$ cat src/design/bridge_cfg_pkg.sv
// Constants for the bridge configuration header block at offsets 08h to 1Ch.
package bridge_cfg_pkg;
    localparam int ADDR_W = 8;
    localparam int DATA_W = 32;

    // Register byte offsets.
    localparam logic [7:0] OFS_CLASS = 8'h08;
    localparam logic [7:0] OFS_HEADER = 8'h0C;
    localparam logic [7:0] OFS_BUS = 8'h18;
    localparam logic [7:0] OFS_IO = 8'h1C;

    // Field positions (least significant bit of each field).
    localparam int REV_LSB = 0;
    localparam int PROG_IF_LSB = 8;
    localparam int SUBCLASS_LSB = 16;
    localparam int BASECLASS_LSB = 24;
    localparam int CLSZ_LSB = 0;
    localparam int PRI_LAT_LSB = 8;
    localparam int HDR_TYPE_LSB = 16;
    localparam int UP_BUS_LSB = 0;
    localparam int DOWN_BUS_LSB = 8;
    localparam int HIGH_BUS_LSB = 16;
    localparam int SEC_LAT_LSB = 24;
    localparam int IO_BASE_CAP_LSB = 0;
    localparam int IO_BASE_LSB = 4;
    localparam int IO_LIMIT_CAP_LSB = 8;
    localparam int IO_LIMIT_LSB = 12;

    // Hardwired field values.
    localparam logic [7:0] PROG_IF_VAL = 8'h00;
    localparam logic [7:0] SUBCLASS_VAL = 8'h04;
    localparam logic [7:0] BASECLASS_VAL = 8'h06;
    localparam logic [7:0] LATENCY_VAL = 8'h00;
    localparam logic [7:0] HDR_TYPE_VAL = 8'h01;
    localparam logic [3:0] IO_CAP_VAL = 4'h1;

    // Reset values of the writable fields.
    localparam logic [7:0] CLSZ_RST = 8'h00;
    localparam logic [7:0] BUS_RST = 8'h00;
    localparam logic [3:0] IO_NIB_RST = 4'h0;

    // Low twelve address bits of the window edges.
    localparam logic [11:0] IO_LOW_ZERO = 12'h000;
    localparam logic [11:0] IO_LOW_ONES = 12'hFFF;

    localparam logic [31:0] ZERO_WORD = 32'h0000_0000;

    // True when addr lies in the inclusive range from bottom to top.
    function automatic logic in_window(input logic [31:0] addr, input logic [31:0] bottom,
                                       input logic [31:0] top);
        in_window = (addr >= bottom) && (addr <= top);
    endfunction
endpackage

$ cat src/design/bridge_config_header_08_1c.sv
// Bridge configuration header registers at offsets 08h to 1Ch with I/O window decode.
//
// What this block does
// - Revision byte at 08h is fixed, read-only.
// - Programming interface byte reads as zero.
// - Sub-class byte reads 04h, bus-to-bus bridge.
// - Base class byte reads 06h, bridge.
// - Cache line size writable, resets zero, inert.
// - Both latency timers read zero always.
// - Header type byte reads 01h.
// - Upstream bus number writable, resets zero.
// - Downstream bus number writable, resets zero.
// - Highest bus number writable, resets zero.
// - I/O capability nibbles read 1, 32-bit.
// - Limit nibble gives window top bits 15:12.
// - Inclusive window range decides I/O forwarding.
// - Window bits 31:16 come from upper registers.
//
// Our own choice: the strobed register port.
`timescale 1ns/1ps
`default_nettype none
module bridge_config_header_08_1c
    import bridge_cfg_pkg::*;
#(
    // Arbitrary neutral revision value.
    parameter logic [7:0] REVISION_CODE = 8'hA1
)
(
    input wire logic clk,
    input wire logic rst_n,
    input wire logic [bridge_cfg_pkg::ADDR_W-1:0] addr,
    input wire logic [bridge_cfg_pkg::DATA_W-1:0] wdata,
    input wire logic wr,
    input wire logic rd,
    output logic [bridge_cfg_pkg::DATA_W-1:0] rdata,
    output logic [7:0] upstream_bus_number,
    output logic [7:0] downstream_bus_number,
    output logic [7:0] highest_bus_number,
    input wire logic [15:0] io_base_upper,
    input wire logic [15:0] io_limit_upper,
    input wire logic io_valid,
    input wire logic [31:0] io_addr,
    output logic io_decided,
    output logic io_forward
);
    import bridge_cfg_pkg::*;

    logic [7:0] cache_line_size_reg;
    logic [7:0] cache_line_size_next;
    logic [7:0] upstream_bus_reg;
    logic [7:0] upstream_bus_next;
    logic [7:0] downstream_bus_reg;
    logic [7:0] downstream_bus_next;
    logic [7:0] highest_bus_reg;
    logic [7:0] highest_bus_next;
    logic [3:0] io_base_nib_reg;
    logic [3:0] io_base_nib_next;
    logic [3:0] io_limit_nib_reg;
    logic [3:0] io_limit_nib_next;
    logic [31:0] rdata_reg;
    logic [31:0] rdata_next;
    logic wr_header;
    logic wr_bus;
    logic wr_io;

    // Word-aligned decode; any other address is unmapped.
    assign wr_header = wr && (addr == OFS_HEADER);
    assign wr_bus = wr && (addr == OFS_BUS);
    assign wr_io = wr && (addr == OFS_IO);

    // Only the writable bytes take write data; hardwired bytes have no storage.
    always_comb
    begin
        cache_line_size_next = cache_line_size_reg;
        if (wr_header)
        begin
            cache_line_size_next = wdata[CLSZ_LSB +: 8];
        end
    end

    always_comb
    begin
        upstream_bus_next = upstream_bus_reg;
        downstream_bus_next = downstream_bus_reg;
        highest_bus_next = highest_bus_reg;
        if (wr_bus)
        begin
            upstream_bus_next = wdata[UP_BUS_LSB +: 8];
            downstream_bus_next = wdata[DOWN_BUS_LSB +: 8];
            highest_bus_next = wdata[HIGH_BUS_LSB +: 8];
        end
    end

    always_comb
    begin
        io_base_nib_next = io_base_nib_reg;
        io_limit_nib_next = io_limit_nib_reg;
        if (wr_io)
        begin
            io_base_nib_next = wdata[IO_BASE_LSB +: 4];
            io_limit_nib_next = wdata[IO_LIMIT_LSB +: 4];
        end
    end

    // Cache line size is storage only; nothing but the read data assembly reads it.
    always_ff @(posedge clk or negedge rst_n)
    begin
        if (!rst_n)
        begin
            cache_line_size_reg <= CLSZ_RST;
        end
        else
        begin
            cache_line_size_reg <= cache_line_size_next;
        end
    end

    always_ff @(posedge clk or negedge rst_n)
    begin
        if (!rst_n)
        begin
            upstream_bus_reg <= BUS_RST;
            downstream_bus_reg <= BUS_RST;
            highest_bus_reg <= BUS_RST;
        end
        else
        begin
            upstream_bus_reg <= upstream_bus_next;
            downstream_bus_reg <= downstream_bus_next;
            highest_bus_reg <= highest_bus_next;
        end
    end

    always_ff @(posedge clk or negedge rst_n)
    begin
        if (!rst_n)
        begin
            io_base_nib_reg <= IO_NIB_RST;
            io_limit_nib_reg <= IO_NIB_RST;
        end
        else
        begin
            io_base_nib_reg <= io_base_nib_next;
            io_limit_nib_reg <= io_limit_nib_next;
        end
    end

    // Read data assembly; unmapped offsets and idle cycles return zero.
    always_comb
    begin
        rdata_next = ZERO_WORD;
        if (rd)
        begin
            case (addr)
                OFS_CLASS:
                begin
                    rdata_next[REV_LSB +: 8] = REVISION_CODE;
                    rdata_next[PROG_IF_LSB +: 8] = PROG_IF_VAL;
                    rdata_next[SUBCLASS_LSB +: 8] = SUBCLASS_VAL;
                    rdata_next[BASECLASS_LSB +: 8] = BASECLASS_VAL;
                end
                OFS_HEADER:
                begin
                    rdata_next[CLSZ_LSB +: 8] = cache_line_size_reg;
                    rdata_next[PRI_LAT_LSB +: 8] = LATENCY_VAL;
                    rdata_next[HDR_TYPE_LSB +: 8] = HDR_TYPE_VAL;
                end
                OFS_BUS:
                begin
                    rdata_next[UP_BUS_LSB +: 8] = upstream_bus_reg;
                    rdata_next[DOWN_BUS_LSB +: 8] = downstream_bus_reg;
                    rdata_next[HIGH_BUS_LSB +: 8] = highest_bus_reg;
                    rdata_next[SEC_LAT_LSB +: 8] = LATENCY_VAL;
                end
                OFS_IO:
                begin
                    rdata_next[IO_BASE_CAP_LSB +: 4] = IO_CAP_VAL;
                    rdata_next[IO_BASE_LSB +: 4] = io_base_nib_reg;
                    rdata_next[IO_LIMIT_CAP_LSB +: 4] = IO_CAP_VAL;
                    rdata_next[IO_LIMIT_LSB +: 4] = io_limit_nib_reg;
                end
                default:
                begin
                    rdata_next = ZERO_WORD;
                end
            endcase
        end
    end

    always_ff @(posedge clk or negedge rst_n)
    begin
        if (!rst_n)
        begin
            rdata_reg <= ZERO_WORD;
        end
        else
        begin
            rdata_reg <= rdata_next;
        end
    end

    assign rdata = rdata_reg;
    assign upstream_bus_number = upstream_bus_reg;
    assign downstream_bus_number = downstream_bus_reg;
    assign highest_bus_number = highest_bus_reg;

    io_window_check u_io_window_check (
        .clk(clk),
        .rst_n(rst_n),
        .base_nib(io_base_nib_reg),
        .limit_nib(io_limit_nib_reg),
        .base_upper(io_base_upper),
        .limit_upper(io_limit_upper),
        .io_valid(io_valid),
        .io_addr(io_addr),
        .io_decided(io_decided),
        .io_forward(io_forward)
    );
endmodule
`default_nettype wire

$ cat src/design/io_window_check.sv
// Registered I/O forwarding decision against the programmed I/O window.
`timescale 1ns/1ps
`default_nettype none
module io_window_check
    import bridge_cfg_pkg::*;
(
    input wire logic clk,
    input wire logic rst_n,
    input wire logic [3:0] base_nib,
    input wire logic [3:0] limit_nib,
    input wire logic [15:0] base_upper,
    input wire logic [15:0] limit_upper,
    input wire logic io_valid,
    input wire logic [31:0] io_addr,
    output logic io_decided,
    output logic io_forward
);
    logic [31:0] window_bottom;
    logic [31:0] window_top;
    logic decided_reg;
    logic forward_reg;

    // Upper halves come from the separate upper registers.
    assign window_bottom = {base_upper, base_nib, IO_LOW_ZERO};
    assign window_top = {limit_upper, limit_nib, IO_LOW_ONES};

    always_ff @(posedge clk or negedge rst_n)
    begin
        if (!rst_n)
        begin
            decided_reg <= 1'b0;
            forward_reg <= 1'b0;
        end
        else
        begin
            decided_reg <= io_valid;
            forward_reg <= io_valid && in_window(io_addr, window_bottom, window_top);
        end
    end

    assign io_decided = decided_reg;
    assign io_forward = forward_reg;
endmodule
`default_nettype wire

$ cat config.mk
export PLATFORM = sky130hd
export DESIGN_NAME = bridge_config_header_08_1c
export DESIGN_NICKNAME = d
export VERILOG_FILES = /design/src/design/bridge_cfg_pkg.sv /design/src/design/bridge_config_header_08_1c.sv /design/src/design/io_window_check.sv
export SDC_FILE = /design/constraint.sdc
export NUM_CORES = 1
export LEC_CHECK = 0
export BUFFER_PORTS_ARGS = -buffer_cell sky130_fd_sc_hd__clkbuf_2
export CAP_MARGIN = 20
export CELL_PAD_IN_SITES_DETAIL_PLACEMENT = 1
export CELL_PAD_IN_SITES_GLOBAL_PLACEMENT = 1
export CORE_ASPECT_RATIO = 1.1
export CORE_MARGIN = 5
export CORE_UTILIZATION = 32
export DETAILED_ROUTE_END_ITERATION = 8
export GPL_ROUTABILITY_DRIVEN = 0
export PLACE_DENSITY = 0.72
export RECOVER_POWER = 50
export REMOVE_ABC_BUFFERS = 1
export SLEW_MARGIN = 20
export SYNTH_ARGS = -nofsm -noshare
export SYNTH_HDL_FRONTEND = slang
export SYNTH_SLANG_ARGS = --single-unit
$ cat constraint.sdc
create_clock -name clk -period 1.51 [get_ports clk]
set_input_delay 0.0755 -clock clk [delete_from_list [all_inputs] [get_ports clk]]
set_output_delay 0.0755 -clock clk [all_outputs]
set_load 0.01 [all_outputs]
==> summary.txt, run 1 <==
Hold path
  – Min-Delay Path Class: in -> reg
  – WHS Path Cells: 2

STA
  – Max Clk Rate: 0.5932 GHz
  – Clk_skew: 0.006951 ns
  – Max-slew headroom: 58.01%
  – Final min period: 1.686 ns
  – Finish-stage setup viols: 1
  – WHS: 0.03220 ns
  – Final setup margin: -0.1758 ns
  – Fin. Hold Viols: 0
  – RSZ-0062 raised after global routing: true
  – Slew Viols, Final: 0
  – Slew @ Worst Pin: 0.6298 ns
  – Period utilization: 111.6%

Critical path
  – Slowest-stage cell, CP: a2111oi_2
  – Required @ worst endpoint: 1.71 ns
  – Critical path class: reg -> reg
  – Reg-to-reg setup timing slack: -0.18 ns
  – Crit path launch: io_base_nib_reg[3]$_DFFE_PN0P_
  – Reg2reg start: io_base_nib_reg[3]$_DFFE_PN0P_
  – Crit-path max cell delay: 0.38 ns
  – CP dominant cell by count: a2111oi_2
  – Maximum net fanout on the critical path: 2
  – RR Endpoint: u_io_window_check.io_forward$_DFF_PN0_
  – Arr. time, crit path: 1.88 ns
  – Cell count of the worst reg-to-reg path: 6
  – CP endpoint kind: register
  – Critical Path, Cell by Cell: inv_1 > ha_1 > a2111oi_2 > a2111oi_2 > o31ai_1 > a32oi_1
  – Critical Path End: u_io_window_check.io_forward$_DFF_PN0_
  – CP startpoint kind: register

Global routing
  – Pin count of the biggest net entering global routing: 39
  – Gr usage total: 17.13%
  – Grt ovf: 0
  – Initial antenna violation count: 0
  – Vias in the first global route: 3724
  – First-pass GRT wire length: 18820 µm

Synthesis
  – Distinct cells, synth: 41
  – Post-synthesis sequential area ratio: 44.91%
  – Netlist Area Pre-Place: 0.003734 mm²
  – Mean Syn Cell Area: 11.35 µm²
  – FFs w/ async S/R, synth: 100.0%
  – Ys Warns: 0
  – FF+latch count, synth: 67
  – Mapped Cells: 329
  – Main synth FF type: dfrtp_1
  – Post-synth EDFFs: 0

Cells and area
  – Most common cell after layout, fill and taps aside: clkbuf_2
  – Most frequent cells in the layout: clkbuf_2 (100), dfrtp_1 (67), clkbuf_1 (58), inv_1 (42), ha_1 (39)
  – Fin area: 0.005246 mm²
  – Nets: 677
  – Filler cell count: 1333
  – # diodes: 0
  – Largest register FFs: 25
  – Layout cells sized above 1: 34.15%
  – Syn-to-layout area delta: 40.52%
  – Final cell count without fillers: 683

Route
  – Post-route ant nets: 0
  – DR WL/cell: 16.68 µm
  – Final WL: 11390 µm
  – Initial DRC Count: 53
  – DRC errors left: 0
  – Via count: 3215
  – Via density: 4.707
  – DR pass1 iterations: 3

Power
  – Overall power: 0.004529 W
  – Seq pwr share: 41.8%
  – Clock power frac: 42.9%
  – Switching Fraction: 25.02%
  – Max VDD drop: 0.0005843 V
  – PwrDens: 863.3 mW/mm²
  – P_int: 0.003396 W
  – Sw power: 0.001133 W
  – Gate power share: 15.4%
  – P_leak: 2.833 nW

Floorplanning
  – Die area: 0.01393 mm²
  – Std cell rows: 41
  – Initial Utilization: 32.64%
  – Die Span Y: 123.3 µm
  – Die X-Extent: 113.0 µm
  – I/O pins: 167
  – Core area: 0.01144 mm²

Placed design
  – I/O Buffers: 152
  – Place WS: -0.4101 ns
  – Dpl cells: 645
  – Hpwl dp: 8944 µm
  – Cell Area, Placed: 0.004797 mm²

Clock network
  – H-Tree Depth: 3
  – TritonCTS buffer count: 9
  – Worst skew pair latency: 0.33 ns
  – Clock root buffer: clkbuf_16
  – Reg clk slew, reported paths: 0.06 ns
  – Clock Sinks: 67
  – Max Root-Sink Buffers: 2
  – CTS tree: built

Job
  – Max-Cap Viols: 0

Status
  – Outcome: complete, but fails checks
  – Failing checks: setup timing
==> synth_stat cells, types with 5 or more instances <==
cell,n,area (µm²)
dfrtp_1,67,1677
inv_1,42,157.7
ha_1,40,500.5
nor2_1,21,78.83
mux2_2,20,225.2
mux2_4,20,300.3
a21oi_1,18,90.09
nand2_1,10,37.54
and2_1,9,56.30
nand4_1,9,56.30
buf_4,8,60.06
mux2i_1,8,80.08
a21o_1,5,37.54
and4_1,5,43.79
nand3_1,5,25.02
o21ai_0,5,25.02
==> stage by stage <==
step / setup TNS [ns] / util, %
finish: -0.1758 / 45.86
global route: -0.3042 / 45.86
CTS: -0.1787 / 46.65
detailed placement: -1.460 / 41.93
global placement: -0.6532 / 41.93
floorplan: -0.1516 / -
==> how the worst min path moves through the flow <==
stage | startpoint | to | slack, ns
after floorplan | rst_n | cache_line_size_reg[0]$_DFFE_PN0P_ | -0.22
after global placement | rst_n | rdata[2]$_DFF_PN0_ | 0.1
after detailed placement | rst_n | upstream_bus_number[1]$_DFFE_PN0P_ | 0.1
after CTS | wdata[4] | upstream_bus_number[4]$_DFFE_PN0P_ | 0.03
after global routing | wdata[4] | upstream_bus_number[4]$_DFFE_PN0P_ | 0.03
final | wdata[5] | upstream_bus_number[5]$_DFFE_PN0P_ | 0.03
==> critical path, delay by kind of cell (launching register included) <==
family | cells | cell delay (ns)
AOI/OAI and AO/OA | 4 | 0.84
DFF | 1 | 0.34
adders and majority gates | 1 | 0.31
buffers and inverters | 1 | 0.06
==> power groups by stage <==
stage	combinational (W)	clock (W)	sequential (W)
floorplan	0.000278	0	0.00193
global placement	0.000625	0	0.00192
detailed placement	0.000656	0	0.00192
CTS	0.000719	0.00200	0.00189
global route	0.000794	0.00208	0.00190
finish	0.000696	0.00194	0.00189
==> repair_timing <==
action	CTS	global route
setup buffers	0	0
setup endpoints to repair	1	1
pin swaps	2	0
resized for setup	7	1
hold buffers	22	0
hold endpoints to repair	50	0
==> layer usage <==
layer  routed length [µm]  track usage (%)  up-vias  share of wire (%)
met4                  130            4.959        0                1.1
met3                  913            4.699        9                8.0
met2                 5702            31.04      135                 50
li1                     -                -     1529                  -
met1                 4643            19.81     1542                 41
met5                    0                0        -                  0
==> layout make-up <==
| type | instances | area [µm²] | area share (%) |
|---|---|---|---|
| Multi-Input combinational cell | 211 | 1848 | 35.23 |
| Sequential cell | 67 | 1677 | 31.96 |
| Clock buffer | 12 | 256.5 | 4.889 |
| Inverter | 42 | 157.7 | 3.005 |
| Timing Repair Buffer | 197 | 1095 | 20.87 |
| Tap cell | 150 | 187.7 | 3.577 |
| Clock inverter | 4 | 25.02 | 0.4770 |
==> cells by family (layout without fill, tap and decap cells) <==
kind of cell	count (synthesis)	in the layout	share of synthesized area (%)
simple gates	75	75	11.43
other cells	1	6	0.1004
mux	48	48	16.22
compound gates	42	42	7.005
fa+ha+maj	40	40	13.40
flops	67	67	44.91
buf+inv	56	255	6.937
(Power assumes the default switching activity.)
==> run 2, diff against run 1 <==
--- a/config.mk
+++ b/config.mk
@@ -15,8 +15,8 @@
 export DETAILED_ROUTE_END_ITERATION = 8
 export GPL_ROUTABILITY_DRIVEN = 0
 export PLACE_DENSITY = 0.72
-export RECOVER_POWER = 50
 export REMOVE_ABC_BUFFERS = 1
+export SETUP_SLACK_MARGIN = 0.15
 export SLEW_MARGIN = 20
 export SYNTH_ARGS = -nofsm -noshare
 export SYNTH_HDL_FRONTEND = slang
==> summary.txt, run 2 (synthesis gave the netlist of run 1 again) <==
Placed design
  – Hpwl dp: 8944 µm
  – Place WS: -0.4101 ns
  – I/O Buffers: 152
  – Cell Area, Placed: 0.004797 mm²

Critical path
  – Required @ worst endpoint: 1.71 ns
  – Maximum net fanout on the critical path: 2
  – Critical path class: reg -> reg
  – Arr. time, crit path: 1.88 ns
  – CP endpoint kind: register
  – CP startpoint kind: register

Route
  – WL met2: 5709 µm
  – Uppermost routed layer: met4
  – Met1 wire length: 4564 µm
  – DR pass1 iterations: 3
  – Final WL: 11310 µm
  – Via density: 4.709
  – DR WL/cell: 16.55 µm
  – Met3 wire length: 902 µm
  – Via count: 3216
  – DRC errors left: 0
  – Post-route ant nets: 0
  – Initial DRC Count: 67

Global routing
  – First-pass GRT wire length: 18820 µm
  – Vias in the first global route: 3724
  – Gr usage total: 17.13%
  – Pin count of the biggest net entering global routing: 39
  – Grt ovf: 0
  – Initial antenna violation count: 0

Clock network
  – H-Tree Depth: 3
  – Clock Sinks: 67
  – TritonCTS buffer count: 9
  – Clock root buffer: clkbuf_16
  – CTS tree: built
  – Max Root-Sink Buffers: 2
  – Post-CTS Repair Setup Buffers: 0
  – Reg clk slew, reported paths: 0.05 ns
  – Worst skew pair latency: 0.33 ns

Status
  – Failing checks: setup timing
  – Outcome: complete, but fails checks

Job
  – Max-Cap Viols: 0

Cells and area
  – Fin area: 0.005345 mm²
  – Largest register FFs: 25
  – Layout cells sized above 1: 45.03%
  – Syn-to-layout area delta: 43.16%
  – Most common cell after layout, fill and taps aside: clkbuf_2
  – # diodes: 0
  – Filler cell count: 1285
  – Nets: 677
  – Most frequent cells in the layout: clkbuf_2 (151), dfrtp_1 (67), inv_1 (42), ha_1 (39), dlygate4sd3_1 (22)
  – Final Util: 46.72%

STA
  – RSZ-0062 raised after global routing: true
  – Max-slew headroom: 61.85%
  – Fin. Hold Viols: 0
  – Finish-stage setup viols: 1
  – Final setup margin: -0.1762 ns
  – Slew Viols, Final: 0
  – Period utilization: 111.7%
  – Clk_skew: 0.005574 ns
  – Final min period: 1.686 ns
  – Slew @ Worst Pin: 0.5723 ns
  – Max Clk Rate: 0.5931 GHz

Floorplanning
  – Die area: 0.01393 mm²
  – Core area: 0.01144 mm²
  – Die X-Extent: 113.0 µm
  – Std cell rows: 41
  – I/O pins: 167
  – Die Span Y: 123.3 µm
  – Initial Utilization: 32.64%

Power
  – PwrDens: 848.8 mW/mm²
  – Max VDD drop: 0.0005863 V
  – P_leak: 3.036 nW

Hold path
  – Min-Delay Path Class: in -> reg
[run 2: changes by cell type in the layout (fill, tap and decap cells not counted), sizes merged]
cell	delta
clkbuf	-6
buf	+6
[run 2: timing repair]
item                                    CTS  global route
endpoints found under the setup margin    1             1
endpoints found under the hold margin    50             0
hold buffers                             22             0
pin swaps                                 2             0
resized for setup                         7             1
[run 2: worst paths after layout]
kind	startpoint	endpoint	slack, ns	cells after the start
max in group asynchronous	rst_n	rdata[14]$_DFF_PN0_	0.61	3
hold reg to reg	cache_line_size_reg[7]$_DFFE_PN0P_	cache_line_size_reg[7]$_DFFE_PN0P_	0.50	1
min in group asynchronous	rst_n	upstream_bus_number[1]$_DFFE_PN0P_	0.28	2
setup / recovery	io_base_nib_reg[3]$_DFFE_PN0P_	u_io_window_check.io_forward$_DFF_PN0_	-0.18	6
setup reg to reg	io_base_nib_reg[3]$_DFFE_PN0P_	u_io_window_check.io_forward$_DFF_PN0_	-0.18	6
hold / removal	wdata[5]	upstream_bus_number[5]$_DFFE_PN0P_	0.03	2
[run 2: metal layers]
layer,track usage (%),up-vias
li1,-,1531
met5,0,-
met2,31.04,135
met4,4.959,0
met3,4.699,9
met1,19.81,1541
[run 2: where the power goes]
group          internal (W)  switching, W  total (W)  leakage [nW]
logic              0.000363      0.000347   0.000710          1.98
registers           0.00185     0.0000400    0.00189         0.926
clock network       0.00119      0.000741    0.00193         0.135
[run 2: cell type report]
cell class	count	area, µm²	area share (%)
timing repair buffer	197	1179	22.05
sequential	67	1677	31.37
clock inverter	4	25.02	0.4682
inverter	42	157.7	2.949
multi-input combinational	211	1863	34.85
tap	150	187.7	3.511
clock buffer	12	256.5	4.799
[run 2: through the flow]
step | std cells | TNS (ns) | hold slack, ns | total power, W
floorplan | 320 | -0.1516 | -0.2201 | 0.002209
global placement | 645 | -0.6532 | 0.09804 | 0.002545
global route | 683 | -0.3042 | 0.02783 | 0.004785
CTS | 683 | -0.1787 | 0.02988 | 0.004609
finish | 683 | -0.1762 | 0.03374 | 0.004537
detailed placement | 645 | -1.460 | 0.09682 | 0.002580
[run 2: worst max-delay path: stages (launching register included)]
cell,delay (ns)
dfrtp_1,0.34
inv_1,0.06
ha_1,0.31
a2111oi_2,0.38
a2111oi_2,0.12
o31ai_1,0.22
a32oi_1,0.12
==> run 3, diff against run 2 <==
--- a/config.mk
+++ b/config.mk
@@ -9,7 +9,6 @@
 export CAP_MARGIN = 20
 export CELL_PAD_IN_SITES_DETAIL_PLACEMENT = 1
 export CELL_PAD_IN_SITES_GLOBAL_PLACEMENT = 1
-export CORE_ASPECT_RATIO = 1.1
 export CORE_MARGIN = 5
 export CORE_UTILIZATION = 32
 export DETAILED_ROUTE_END_ITERATION = 8
==> summary.txt, run 3 (synthesis gave the netlist of run 1 again) <==
Clock network
  – Max Root-Sink Buffers: 2
  – Worst skew pair latency: 0.33 ns
  – CTS tree: built
  – TritonCTS buffer count: 9
  – H-Tree Depth: 3
  – Clock root buffer: clkbuf_16
  – Reg clk slew, reported paths: 0.06 ns
  – Clock Sinks: 67

Status
  – Failing checks: setup timing
  – Outcome: complete, but fails checks

Critical path
  – Required @ worst endpoint: 1.76 ns
  – Maximum net fanout on the critical path: 2
  – CP startpoint kind: register
  – Arr. time, crit path: 1.98 ns
  – Critical path class: reg -> reg
  – CP endpoint kind: register

Placed design
  – Hpwl dp: 9036 µm
  – I/O Buffers: 152
  – Cell Area, Placed: 0.004806 mm²

Route
  – Post-route ant nets: 0
  – Final WL: 11700 µm
  – Via density: 4.775
  – DR WL/cell: 17.33 µm
  – Initial DRC Count: 121
  – DRC errors left: 0
  – Via count: 3223
  – DR pass1 iterations: 4

Power
  – P_leak: 3.095 nW
  – Overall power: 0.005213 W
  – Max VDD drop: 0.0006636 V
  – Clock power frac: 49.6%
  – P_int: 0.004011 W
  – Gate power share: 14.1%
  – Switching Fraction: 23.07%
  – Seq pwr share: 36.3%
  – PwrDens: 954.1 mW/mm²
  – Sw power: 0.001203 W

Hold path
  – Min-Delay Path Class: in -> reg

STA
  – Final setup margin: -0.2159 ns
  – Clk_skew: 0.004005 ns
  – Final min period: 1.726 ns
  – Fin. Hold Viols: 0
  – Slew Viols, Final: 0
  – RSZ-0062 raised after global routing: true
  – Period utilization: 114.3%
  – Max Clk Rate: 0.5794 GHz
  – Finish-stage setup viols: 1

Cells and area
  – Filler cell count: 1280
  – Syn-to-layout area delta: 46.35%
  – Most frequent cells in the layout: clkbuf_2 (151), dfrtp_1 (67), inv_1 (41), ha_1 (39)
  – Nets: 676
  – Fin area: 0.005464 mm²
  – Most common cell after layout, fill and taps aside: clkbuf_2
  – Layout cells sized above 1: 45.68%
  – Largest register FFs: 25
  – # diodes: 0

Job
  – Max-Cap Viols: 0

Floorplanning
  – Die area: 0.01393 mm²
  – Core area: 0.01142 mm²
  – Initial Utilization: 32.70%
  – Die X-Extent: 118.0 µm
  – I/O pins: 167
  – Die Span Y: 118.0 µm
  – Std cell rows: 39

Global routing
  – Vias in the first global route: 3731
  – Initial antenna violation count: 0
  – First-pass GRT wire length: 19290 µm
  – Pin count of the biggest net entering global routing: 31
  – Grt ovf: 0
  – Gr usage total: 17.18%
## run 3: worst max-delay path, cell delays in order, from the launching register on
cell	delay, ns
dfrtp_1	0.37
inv_2	0.05
ha_4	0.25
nor4b_4	0.17
nand4_1	0.17
a2111oi_4	0.33
o31ai_1	0.11
a32oi_1	0.19
## run 3: final cells by class
| type | count | area [µm²] | share of cell area (%) |
|---|---|---|---|
| inverters | 42 | 157.7 | 2.885 |
| well taps | 143 | 178.9 | 3.275 |
| multi-input cells | 211 | 1897 | 34.71 |
| flip-flops and latches | 67 | 1677 | 30.68 |
| repair buffers | 196 | 1189 | 21.75 |
| clock buffers | 10 | 229.0 | 4.191 |
| clock inverters | 6 | 136.4 | 2.496 |
## run 3: worst paths after layout
check                                                    from                                endpoint  slack (ns)  cells past startpoint
max in group asynchronous                               rst_n                     rdata[19]$_DFF_PN0_        0.77                      3
min                                                 wdata[12]         io_limit_nib_reg[0]$_DFFE_PN0P_       0.008                      2
max reg2reg                    io_base_nib_reg[1]$_DFFE_PN0P_  u_io_window_check.io_forward$_DFF_PN0_       -0.22                      7
max                            io_base_nib_reg[1]$_DFFE_PN0P_  u_io_window_check.io_forward$_DFF_PN0_       -0.22                      7
min reg2reg                cache_line_size_reg[3]$_DFFE_PN0P_      cache_line_size_reg[3]$_DFFE_PN0P_        0.51                      1
min in group asynchronous                               rst_n                     rdata[14]$_DFF_PN0_        0.22                      2
## run 3: timing repair
action	CTS	global route
cloned	0	0
hold buffers	19	0
setup endpoints to repair	1	1
resized for setup	7	5
pin swaps	4	5
endpoints found under the hold margin	35	0
setup buffers	1	2
## run 3: per-stage QoR
stage          worst slack [ns]  hold WS [ns]  utilization, %  instances  TNS, ns
6_report                -0.2159      0.008197           47.85        675  -0.2159
5_1_grt                 -0.3304      0.005952           47.85        675  -0.3304
4_1_cts                 -0.2436      0.001039           47.32        673  -0.2436
3_5_place_dp            -0.5248       0.04140           42.09        637   -2.592
3_3_place_gp            -0.2841       0.04142           42.09        637  -0.9413
2_1_floorplan           -0.1516       -0.2201               -        320  -0.1516
## run 3: power by group through the flow
stage / combinational [W] / sequential [W] / clock, W
floorplan: 0.000278 / 0.00193 / 0
global placement: 0.000631 / 0.00192 / 0
detailed placement: 0.000662 / 0.00192 / 0
CTS: 0.000725 / 0.00189 / 0.00262
global route: 0.000823 / 0.00190 / 0.00272
finish: 0.000733 / 0.00189 / 0.00259
## run 3: routing by layer
metal	GRT usage (%)	wire length, µm	vias up	part of all wire [%]
li1	-	-	1528	-
met5	0	0	-	0
met1	20.06	4720	1560	40
met3	4.085	675	17	5.8
met2	30.76	6103	118	52
met4	5.663	198	0	1.7
